[src/common/iprc_pkg.sv]
/*
  Package for the interrupt priority control registers: offsets, field
  positions, reset values and the bundle of priority outputs.
  Assumes a 16-bit plain register port with word addresses.
*/
package iprc_pkg;

  localparam int ADDR_W = 4;
  localparam int DATA_W = 16;
  localparam int PRIO_W = 3;

  // Register word addresses
  localparam logic [3:0] OFS_ADC_TX = 4'h0;
  localparam logic [3:0] OFS_CHG_CMP_TW = 4'h1;

  // Field low-bit positions
  localparam int POS_CONV_DONE = 4;
  localparam int POS_SERIAL_TX = 0;
  localparam int POS_PIN_CHANGE = 12;
  localparam int POS_COMPARATOR = 8;
  localparam int POS_TW_MASTER = 4;
  localparam int POS_TW_SLAVE = 0;

  // Level 4 at power-on reset
  localparam logic [2:0] PRIO_RESET = 3'h4;
  localparam logic [2:0] PRIO_DISABLED = 3'h0;

  typedef struct packed {
    logic [2:0] conv_done_priority;
    logic [2:0] serial_tx_priority;
    logic [2:0] pin_change_priority;
    logic [2:0] comparator_priority;
    logic [2:0] twowire_master_priority;
    logic [2:0] twowire_slave_priority;
  } iprc_prio_type;

endpackage : iprc_pkg

[src/rtl/iprc_regs.sv]
/*
  Interrupt priority control registers 3 and 4: six 3-bit priority fields,
  readable and writable over a plain strobe port, each presented as an output.
  Assumes one clock, a synchronous active-low reset and a master that never
  asserts both strobes in one cycle.
*/
// The placing of the registers and the address-and-strobe port were chosen for this implementation.
`timescale 1ns/1ns

// Operation
// - First register bits 15..7 and bit 3 store nothing and read zero.
// - First register bits 6..4 hold conversion-done priority, read/write.
// - First register bits 2..0 hold serial transmitter priority, read/write.
// - Field 7 highest, 1 lowest active, 0 disables that source.
// - Every priority field resets to binary 100, level four.
// - Second register holds four fields; bits 15, 11, 7, 3 read zero.
module iprc_regs (
  input wire logic clk,
  input wire logic resetn,
  input wire logic [3:0] addr,
  input wire logic [15:0] wdata,
  input wire logic wr_stb,
  input wire logic rd_stb,
  output logic [15:0] rdata,
  output iprc_pkg::iprc_prio_type prio,
  output logic [5:0] src_enabled
);

  iprc_pkg::iprc_prio_type prio_r;
  iprc_pkg::iprc_prio_type prio_nxt;
  logic [15:0] rdata_r;
  logic [15:0] rdata_nxt;
  logic [5:0] en_r;
  logic [5:0] en_nxt;

  always_comb begin
    prio_nxt = prio_r;
    if (wr_stb && addr == iprc_pkg::OFS_ADC_TX) begin
      prio_nxt.conv_done_priority = wdata[iprc_pkg::POS_CONV_DONE +: 3];
      prio_nxt.serial_tx_priority = wdata[iprc_pkg::POS_SERIAL_TX +: 3];
    end
    if (wr_stb && addr == iprc_pkg::OFS_CHG_CMP_TW) begin
      prio_nxt.pin_change_priority = wdata[iprc_pkg::POS_PIN_CHANGE +: 3];
      prio_nxt.comparator_priority = wdata[iprc_pkg::POS_COMPARATOR +: 3];
      prio_nxt.twowire_master_priority = wdata[iprc_pkg::POS_TW_MASTER +: 3];
      prio_nxt.twowire_slave_priority = wdata[iprc_pkg::POS_TW_SLAVE +: 3];
    end
  end

  always_comb begin
    rdata_nxt = 16'h0000;
    if (rd_stb) begin
      case (addr)
        iprc_pkg::OFS_ADC_TX: begin
          rdata_nxt[iprc_pkg::POS_CONV_DONE +: 3] = prio_r.conv_done_priority;
          rdata_nxt[iprc_pkg::POS_SERIAL_TX +: 3] = prio_r.serial_tx_priority;
        end
        iprc_pkg::OFS_CHG_CMP_TW: begin
          rdata_nxt[iprc_pkg::POS_PIN_CHANGE +: 3] = prio_r.pin_change_priority;
          rdata_nxt[iprc_pkg::POS_COMPARATOR +: 3] = prio_r.comparator_priority;
          rdata_nxt[iprc_pkg::POS_TW_MASTER +: 3] = prio_r.twowire_master_priority;
          rdata_nxt[iprc_pkg::POS_TW_SLAVE +: 3] = prio_r.twowire_slave_priority;
        end
        default: begin
          rdata_nxt = 16'h0000;
        end
      endcase
    end
  end

  always_comb begin
    en_nxt[5] = prio_nxt.conv_done_priority != iprc_pkg::PRIO_DISABLED;
    en_nxt[4] = prio_nxt.serial_tx_priority != iprc_pkg::PRIO_DISABLED;
    en_nxt[3] = prio_nxt.pin_change_priority != iprc_pkg::PRIO_DISABLED;
    en_nxt[2] = prio_nxt.comparator_priority != iprc_pkg::PRIO_DISABLED;
    en_nxt[1] = prio_nxt.twowire_master_priority != iprc_pkg::PRIO_DISABLED;
    en_nxt[0] = prio_nxt.twowire_slave_priority != iprc_pkg::PRIO_DISABLED;
  end

  always_ff @(posedge clk) begin
    if (!resetn) begin
      prio_r <= {6{iprc_pkg::PRIO_RESET}};
      rdata_r <= 16'h0000;
      en_r <= 6'h3F;
    end else begin
      prio_r <= prio_nxt;
      rdata_r <= rdata_nxt;
      en_r <= en_nxt;
    end
  end

  assign prio = prio_r;
  assign rdata = rdata_r;
  assign src_enabled = en_r;

  AST_WRITE_UPDATES: assert property (@(posedge clk) disable iff (!resetn)
    wr_stb && addr == iprc_pkg::OFS_ADC_TX |=> prio.conv_done_priority == $past(wdata[6:4])
      && prio.serial_tx_priority == $past(wdata[2:0]))
    else $error("First register write not applied");
  AST_READ_GAPS_ZERO: assert property (@(posedge clk) disable iff (!resetn)
    rd_stb && addr == iprc_pkg::OFS_ADC_TX |=> rdata[15:7] == 9'h000 && rdata[3] == 1'b0)
    else $error("Unimplemented bits of first register not zero");
  AST_READ_CONV: assert property (@(posedge clk) disable iff (!resetn)
    rd_stb && addr == iprc_pkg::OFS_ADC_TX |=> rdata[6:4] == $past(prio.conv_done_priority))
    else $error("Conversion priority read mismatch");
  AST_READ_TX: assert property (@(posedge clk) disable iff (!resetn)
    rd_stb && addr == iprc_pkg::OFS_ADC_TX |=> rdata[2:0] == $past(prio.serial_tx_priority))
    else $error("Transmitter priority read mismatch");
  AST_DISABLE_ZERO: assert property (@(posedge clk) disable iff (!resetn)
    src_enabled[5] == (prio.conv_done_priority != 3'h0))
    else $error("Enable does not follow priority zero");
  AST_RESET_LEVEL: assert property (@(posedge clk)
    !resetn |=> prio == {6{3'h4}} && rdata == 16'h0000)
    else $error("Reset value not level four");
  AST_SECOND_READ: assert property (@(posedge clk) disable iff (!resetn)
    rd_stb && addr == iprc_pkg::OFS_CHG_CMP_TW |=> rdata[15] == 1'b0 && rdata[11] == 1'b0
      && rdata[7] == 1'b0 && rdata[3] == 1'b0
      && rdata[14:12] == $past(prio.pin_change_priority))
    else $error("Second register read wrong");
  AST_HOLD_NO_WRITE: assert property (@(posedge clk) disable iff (!resetn)
    !wr_stb |=> $stable(prio))
    else $error("Priority changed without a write");
  AST_READ_ONE_CYCLE: assert property (@(posedge clk) disable iff (!resetn)
    !rd_stb |=> rdata == 16'h0000)
    else $error("Read data held beyond one cycle");

  COV_WRITE_FIRST: cover property (@(posedge clk) disable iff (!resetn)
    wr_stb && addr == iprc_pkg::OFS_ADC_TX ##1 rd_stb && addr == iprc_pkg::OFS_ADC_TX);
  COV_WRITE_SECOND: cover property (@(posedge clk) disable iff (!resetn)
    wr_stb && addr == iprc_pkg::OFS_CHG_CMP_TW);
  COV_DISABLE: cover property (@(posedge clk) disable iff (!resetn) src_enabled != 6'h3F);
  COV_READ_SECOND: cover property (@(posedge clk) disable iff (!resetn)
    rd_stb && addr == iprc_pkg::OFS_CHG_CMP_TW);
  COV_LEVEL_SEVEN: cover property (@(posedge clk) disable iff (!resetn)
    prio.conv_done_priority == 3'h7);

  AST_WRITE_PIN: assert property (@(posedge clk) disable iff (!resetn)
    wr_stb && addr == iprc_pkg::OFS_CHG_CMP_TW
    |=> prio.pin_change_priority == $past(wdata[14:12]))
    else $error("Input change priority write not applied");

  AST_WRITE_CMP: assert property (@(posedge clk) disable iff (!resetn)
    wr_stb && addr == iprc_pkg::OFS_CHG_CMP_TW
    |=> prio.comparator_priority == $past(wdata[10:8]))
    else $error("Comparator priority write not applied");

  AST_WRITE_MASTER: assert property (@(posedge clk) disable iff (!resetn)
    wr_stb && addr == iprc_pkg::OFS_CHG_CMP_TW
    |=> prio.twowire_master_priority == $past(wdata[6:4]))
    else $error("Bus master priority write not applied");

  AST_WRITE_SLAVE: assert property (@(posedge clk) disable iff (!resetn)
    wr_stb && addr == iprc_pkg::OFS_CHG_CMP_TW
    |=> prio.twowire_slave_priority == $past(wdata[2:0]))
    else $error("Bus slave priority write not applied");

  AST_READ_CMP: assert property (@(posedge clk) disable iff (!resetn)
    rd_stb && addr == iprc_pkg::OFS_CHG_CMP_TW
    |=> rdata[10:8] == $past(prio.comparator_priority))
    else $error("Comparator priority read mismatch");

  AST_READ_MASTER: assert property (@(posedge clk) disable iff (!resetn)
    rd_stb && addr == iprc_pkg::OFS_CHG_CMP_TW
    |=> rdata[6:4] == $past(prio.twowire_master_priority))
    else $error("Bus master priority read mismatch");

  AST_READ_SLAVE: assert property (@(posedge clk) disable iff (!resetn)
    rd_stb && addr == iprc_pkg::OFS_CHG_CMP_TW
    |=> rdata[2:0] == $past(prio.twowire_slave_priority))
    else $error("Bus slave priority read mismatch");

  AST_DISABLE_TX: assert property (@(posedge clk) disable iff (!resetn)
    src_enabled[4] == (prio.serial_tx_priority != 3'h0))
    else $error("Transmitter enable does not follow priority zero");

  AST_DISABLE_PIN: assert property (@(posedge clk) disable iff (!resetn)
    src_enabled[3] == (prio.pin_change_priority != 3'h0))
    else $error("Input change enable does not follow priority zero");

  AST_DISABLE_CMP: assert property (@(posedge clk) disable iff (!resetn)
    src_enabled[2] == (prio.comparator_priority != 3'h0))
    else $error("Comparator enable does not follow priority zero");

  AST_DISABLE_MASTER: assert property (@(posedge clk) disable iff (!resetn)
    src_enabled[1] == (prio.twowire_master_priority != 3'h0))
    else $error("Bus master enable does not follow priority zero");

  AST_DISABLE_SLAVE: assert property (@(posedge clk) disable iff (!resetn)
    src_enabled[0] == (prio.twowire_slave_priority != 3'h0))
    else $error("Bus slave enable does not follow priority zero");

  AST_LEVEL_SEVEN_ON: assert property (@(posedge clk) disable iff (!resetn)
    wr_stb && addr == iprc_pkg::OFS_ADC_TX && wdata[6:4] == 3'h7
    |=> src_enabled[5])
    else $error("Level seven left source disabled");

  AST_FIRST_KEEPS_SECOND: assert property (@(posedge clk) disable iff (!resetn)
    wr_stb && addr == iprc_pkg::OFS_ADC_TX
    |=> $stable(prio[11:0]))
    else $error("First register write disturbed second register");

  AST_SECOND_KEEPS_FIRST: assert property (@(posedge clk) disable iff (!resetn)
    wr_stb && addr == iprc_pkg::OFS_CHG_CMP_TW
    |=> $stable(prio[17:12]))
    else $error("Second register write disturbed first register");

  AST_UNMAPPED_WRITE: assert property (@(posedge clk) disable iff (!resetn)
    wr_stb && addr != iprc_pkg::OFS_ADC_TX && addr != iprc_pkg::OFS_CHG_CMP_TW
    |=> $stable(prio))
    else $error("Unmapped write changed a priority");

  AST_UNMAPPED_READ: assert property (@(posedge clk) disable iff (!resetn)
    rd_stb && addr != iprc_pkg::OFS_ADC_TX && addr != iprc_pkg::OFS_CHG_CMP_TW
    |=> rdata == 16'h0000)
    else $error("Unmapped read not zero");

  AST_RESET_ENABLES: assert property (@(posedge clk)
    !resetn |=> src_enabled == 6'h3F)
    else $error("Source enables not set after reset");

  AST_ENABLE_HOLD: assert property (@(posedge clk) disable iff (!resetn)
    !wr_stb |=> $stable(src_enabled))
    else $error("Source enable changed without a write");

  AST_READ_KEEPS_PRIO: assert property (@(posedge clk) disable iff (!resetn)
    rd_stb |=> $stable(prio))
    else $error("Read disturbed a priority");

  AST_READ_KEEPS_EN: assert property (@(posedge clk) disable iff (!resetn)
    rd_stb |=> $stable(src_enabled))
    else $error("Read disturbed a source enable");

  AST_FIRST_KEEPS_EN: assert property (@(posedge clk) disable iff (!resetn)
    wr_stb && addr == iprc_pkg::OFS_ADC_TX
    |=> $stable(src_enabled[3:0]))
    else $error("First register write disturbed second enables");

  AST_SECOND_KEEPS_EN: assert property (@(posedge clk) disable iff (!resetn)
    wr_stb && addr == iprc_pkg::OFS_CHG_CMP_TW
    |=> $stable(src_enabled[5:4]))
    else $error("Second register write disturbed first enables");

  AST_FIRST_ROUND_TRIP: assert property (@(posedge clk) disable iff (!resetn)
    wr_stb && addr == iprc_pkg::OFS_ADC_TX ##1 rd_stb && addr == iprc_pkg::OFS_ADC_TX
    |=> rdata[6:4] == $past(wdata[6:4], 2))
    else $error("Conversion priority round trip mismatch");

  AST_SECOND_ROUND_TRIP: assert property (@(posedge clk) disable iff (!resetn)
    wr_stb && addr == iprc_pkg::OFS_CHG_CMP_TW ##1 rd_stb && addr == iprc_pkg::OFS_CHG_CMP_TW
    |=> rdata[14:12] == $past(wdata[14:12], 2))
    else $error("Input change priority round trip mismatch");

  AST_TX_ROUND_TRIP: assert property (@(posedge clk) disable iff (!resetn)
    wr_stb && addr == iprc_pkg::OFS_ADC_TX ##1 rd_stb && addr == iprc_pkg::OFS_ADC_TX
    |=> rdata[2:0] == $past(wdata[2:0], 2))
    else $error("Transmitter priority round trip mismatch");

endmodule : iprc_regs

[config.mk]
export PLATFORM = sky130hd
export DESIGN_NAME = iprc_regs
export DESIGN_NICKNAME = d
export VERILOG_FILES = /design/src/common/iprc_pkg.sv /design/src/rtl/iprc_regs.sv
export SDC_FILE = /design/constraint.sdc
export NUM_CORES = 1
export LEC_CHECK = 0
export ABC_CLOCK_PERIOD_IN_PS = 1670
export BUFFER_PORTS_ARGS = -buffer_cell sky130_fd_sc_hd__buf_4
export CAP_MARGIN = 5
export CORE_MARGIN = 8
export CORE_UTILIZATION = 47
export CTS_BUF_LIST = sky130_fd_sc_hd__clkbuf_8
export CTS_CLUSTER_DIAMETER = 80
export DETAILED_ROUTE_END_ITERATION = 8
export GPL_TIMING_DRIVEN = 1
export PLACE_DENSITY_LB_ADDON = 0.2
export SYNTH_ARGS = -nofsm -noshare
export SYNTH_HDL_FRONTEND = slang
export SYNTH_SLANG_ARGS = --single-unit
export TNS_END_PERCENT = 20
[constraint.sdc]
create_clock -name clk -period 1.67 [get_ports clk]
set_input_delay 0.167 -clock clk [delete_from_list [all_inputs] [get_ports clk]]
set_output_delay 0.167 -clock clk [all_outputs]
set_load 0.02 [all_outputs]
======== Word-level counts from Yosys, hierarchy flattened ========
Cells that the tools add are included.
word-level totals
  bits in registers ....................... 40
  latch bits .............................. 0
  bits in writable memories ............... 0
  memory bits (read-only) ................. 0
  input bits .............................. 24
  output and inout port bits .............. 40
  word-level logic and storage cells ...... 26
  memories kept ........................... 0
operators by class
  add/subtract/negate cells ............... 0
  multipliers ............................. 0
  divide/modulo/power cells ............... 0
  order comparisons ....................... 0
  eq/ne operators ......................... 1
  shift-type cells ........................ 0
  muxes and demuxes ....................... 4
  bitwise gates (word level) .............. 0
  reductions and logical operators ........ 11
operator list
  cell                                                              count
  3-bit nonzero test                                                6
  12-bit 2-to-1 mux                                                 1
  3-bit case mux with 2 select lines                                2
  6-bit 2-to-1 mux                                                  1
  4-bit by 1-bit == test with 1-bit output (second input constant)  1
  4-bit logical NOT                                                 1
  3-bit AND reduction                                               1
  1-bit logical AND                                                 2
  2-bit AND reduction                                               1

======== Logic depth before layout (Yosys ltp) ========
  word-level depth ........................ 4
  gate-level depth with buffers ........... 4
  depth with buffers taken out ............ 3

======== Least setup slack after synthesis ========
No wires, ideal clock.
  path type ............................... input to register
  start point ............................. input addr[3]
  end point ............................... register prio_r (netlist bit prio[12])
  setup time .............................. 72 ps
  arrival ................................. 1153 ps
  data required time ...................... 1598 ps
  setup slack ............................. 445 ps
  stages .................................. 4
  path buffers ............................ 1
  cells stage by stage .................... or4b_1 > buf_6 > nor2_8 > mux2i_1
between the ends
  word-level cells in the longest chain between the ends .. 3
RTL lines
  item                    line             source
  start: declaration      iprc_regs.sv:20  input wire logic [3:0] addr,
  4-bit logical NOT       iprc_regs.sv:38  if (wr_stb && addr == iprc_pkg::OFS_ADC_TX) begin
  1-bit logical AND       iprc_regs.sv:38
  6-bit 2-to-1 mux        iprc_regs.sv:38
  end signal: assignment  iprc_regs.sv:82  prio_r <= {6{iprc_pkg::PRIO_RESET}};
  end signal: assignment  iprc_regs.sv:86  prio_r <= prio_nxt;
  end: declaration        iprc_regs.sv:29  iprc_pkg::iprc_prio_type prio_r;
Every way passes these cells.
A chain may end at the register's enable or synchronous reset.

======== Final worst setup path ========
  start point ............................. input addr[3]
  end point ............................... register en_r[5], in the netlist src_enabled[5]
between the ends
  word-level cells in the longest chain between the ends .. 4
RTL lines
  item                    line             source
  4-bit logical NOT       iprc_regs.sv:38
  1-bit logical AND       iprc_regs.sv:38
  6-bit 2-to-1 mux        iprc_regs.sv:38
  3-bit nonzero test      iprc_regs.sv:72  en_nxt[5] = prio_nxt.conv_done_priority != iprc_pkg::PRIO_DISABLED;
  end signal: assignment  iprc_regs.sv:88  en_r <= en_nxt;
  end: declaration        iprc_regs.sv:33  logic [5:0] en_r;
Every way passes these cells.

==> reports/metrics.csv <==
metric;value;unit
port_buffers;55;
hpwl;2688;um
power.share.switching;0.2196;
core_area;2781;sq um
cp_max_fo;10;
ys_seq_area_frac;0.5213;
post_drt_wl_per_cell;16.09;um
avgViaCountPerCell;5.520;
grtUsageTotal;0.1481;
stdcell_count;225;
outcome;finished, final reports clean;
first_pass_iters;4;
synth.cell_area;1383;sq um
synth_edf_count;0;
drive_gt1_frac;0.3557;
crit_path_start_kind;input pin;
rsz0062_at_grt;no;
start_util;0.4971;
path_class;in -> reg;
yosysUniqueCellTypes;22;
timing.final.crit_period;1301;ps
hp-class;in -> reg;
grt_pass1_wl;5975;um
cts_tree;done;
ir_drop;0.9193;mV
setup_viol;0;
ant_nets;0;
synth.top_cell.area_share;0.5213;
cts_buffer_depth;2;
tns;0;ps
grt_pass1_vias;1271;
synth-simple-area-share;0.2489;
hold_buffers;0;
syn_inst;139;
p_total;1.750;mW
area_growth;37.38;%
fp.dieW;70.24;um
drt_wl_total;3620;um
routed-via-count;1242;
fin_util;0.6829;
synth-seq-cells;36;
post_synth.cell_area_avg;9.947;sq um
cts_buffers;5;
clock_power_share;0.419;
power_switching;384.3;uW
synth_most_common_cell;dfxtp_1;
synth_area_leaders;dfxtp_1, mux2i_1, nand2_1, nor4b_1, nand3_1;
drc_errors;0;
worstPathArrival;1510;ps
grt_max_degree;24;
synthAdderAreaFrac;0;
pwr-share-comb;0.080;
clkTransAtPathRegs;70;ps
synth_top_family_by_area;simple AND/OR/NAND/NOR gates;
p_seq_frac;0.501;
drv_slew;0;
gp_congestion;0.7821;
insertion_delay;280;ps
cp-end-kind;flip-flop;
leakage;0.8414;nW
hold_violations;0;
finalCritPeriodShare;0.7788;
drt_iter0_drc;57;
p_int;1.366;mW
cts.repair.resized;0;
clock_skew;2.717;ps
h-tree-depth;2;
dieArea;4933;sq um
yosysTopAreaCell;dfxtp_1;
crit_required;1880;ps
n_fill_cell;235;
synth_mux_area_frac;0.08688;
cts.sinks;36;
cts_root_buf;clkbuf_8;
holdWs;134.0;ps
diodes;0;
yosysWarningCount;0;
power_per_cell_area;921.6;nW/um^2
synth_compound_area_frac;0.08326;
rows;19;
cap_violations;0;
antenna_found_initial;0;
max_freq;768.9;MHz
grt_overflow;0;
synth-async-reset-ratio;0;
chipHeight;70.24;um
post_cts_buffers;0;
placed_cells;217;
synth_commonest_cells;dfxtp_1, nand2_1, mux2i_1, nand3_1, o21ai_0;
synth_top_flop_cell;dfxtp_1;
synth_xor_area_frac;0;
fin_nets;217;
io_pins;64;
per-stage QoR:
stage | worst slack, ps | instance area [sq um]
5_1_grt | 303.5 | 1899
4_1_cts | 390.8 | 1899
2_1_floorplan | 445.0 | 1394
3_3_place_gp | 108.5 | 1792
6_report | 369.5 | 1899
3_5_place_dp | 92.23 | 1792
registers in the layout (all words and copies together) (netlist names):
| signal | cells |
|---|---|
| rdata | 12 |
| prio | 18 |
| src_enabled | 6 |
final timing paths:
kind | startpoint | end | slack, ps | depth (start not counted)
hold reg to reg | prio[6] | prio[6] | 490 | 2
hold / removal | wdata[14] | prio[11] | 130 | 3
setup reg to reg | prio[17] | src_enabled[5] | 740 | 2
setup / recovery | addr[3] | src_enabled[5] | 370 | 4
cells in the final DEF (no fill, tap or decap):
cell type   n
a22o_1      6
a31oi_1     2
and2_1      6
and4_1      2
buf_4      57
bufinv_16   1
clkbuf_8    5
clkinv_2    1
conb_1      4
dfxtp_1    36
inv_1       1
inv_2       1
mux2i_1    12
nand2_1    17
nand3_1    12
nand4_1     4
nor2_1      1
nor2_8      1
nor3_1      5
nor4b_1     6
nor4b_2     1
o21ai_0    10
or4b_1      1
or4b_2      2
layout make-up:
type | count | area [sq um] | share of cell area
Clock buffer | 5 | 68.82 | 0.03623
Sequential cell | 36 | 720.7 | 0.3794
Tap cell | 31 | 38.79 | 0.02042
Multi-Input combinational cell | 92 | 600.6 | 0.3162
Clock inverter | 3 | 38.79 | 0.02042
Inverter | 1 | 3.754 | 0.001976
Timing Repair Buffer | 57 | 427.9 | 0.2253
routing by layer:
layer,global-route usage,part of all wire,up-vias
met5,0,0,-
met4,0.06696,0.016,0
met3,0.06780,0.080,6
met2,0.2314,0.49,56
met1,0.1678,0.42,581
li1,-,-,599
cells by family (layout without fill, tap and decap cells):
family                 Yosys count  in the layout
and+or+nand+nor                 58             58
DFF                             36             36
AOI/OAI and AO/OA               18             18
buffers and inverters           14             66
muxes                           12             12
other                            1              4
worst max-delay path, cell delays in order:
cell     delay [ps]
buf_4           120
or4b_1          750
nor2_8          250
mux2i_1         210
power by group through the flow:
| stage | Combinational [mW] | Clock (mW) | Sequential (mW) |
|---|---|---|---|
| after floorplan | 0.0623 | 0 | 0.908 |
| after global placement | 0.135 | 0 | 0.896 |
| after detailed placement | 0.139 | 0 | 0.897 |
| after CTS | 0.140 | 0.745 | 0.877 |
| after global routing | 0.151 | 0.779 | 0.878 |
| final | 0.140 | 0.733 | 0.877 |
Note: power is estimated with default switching activity, not from simulation.
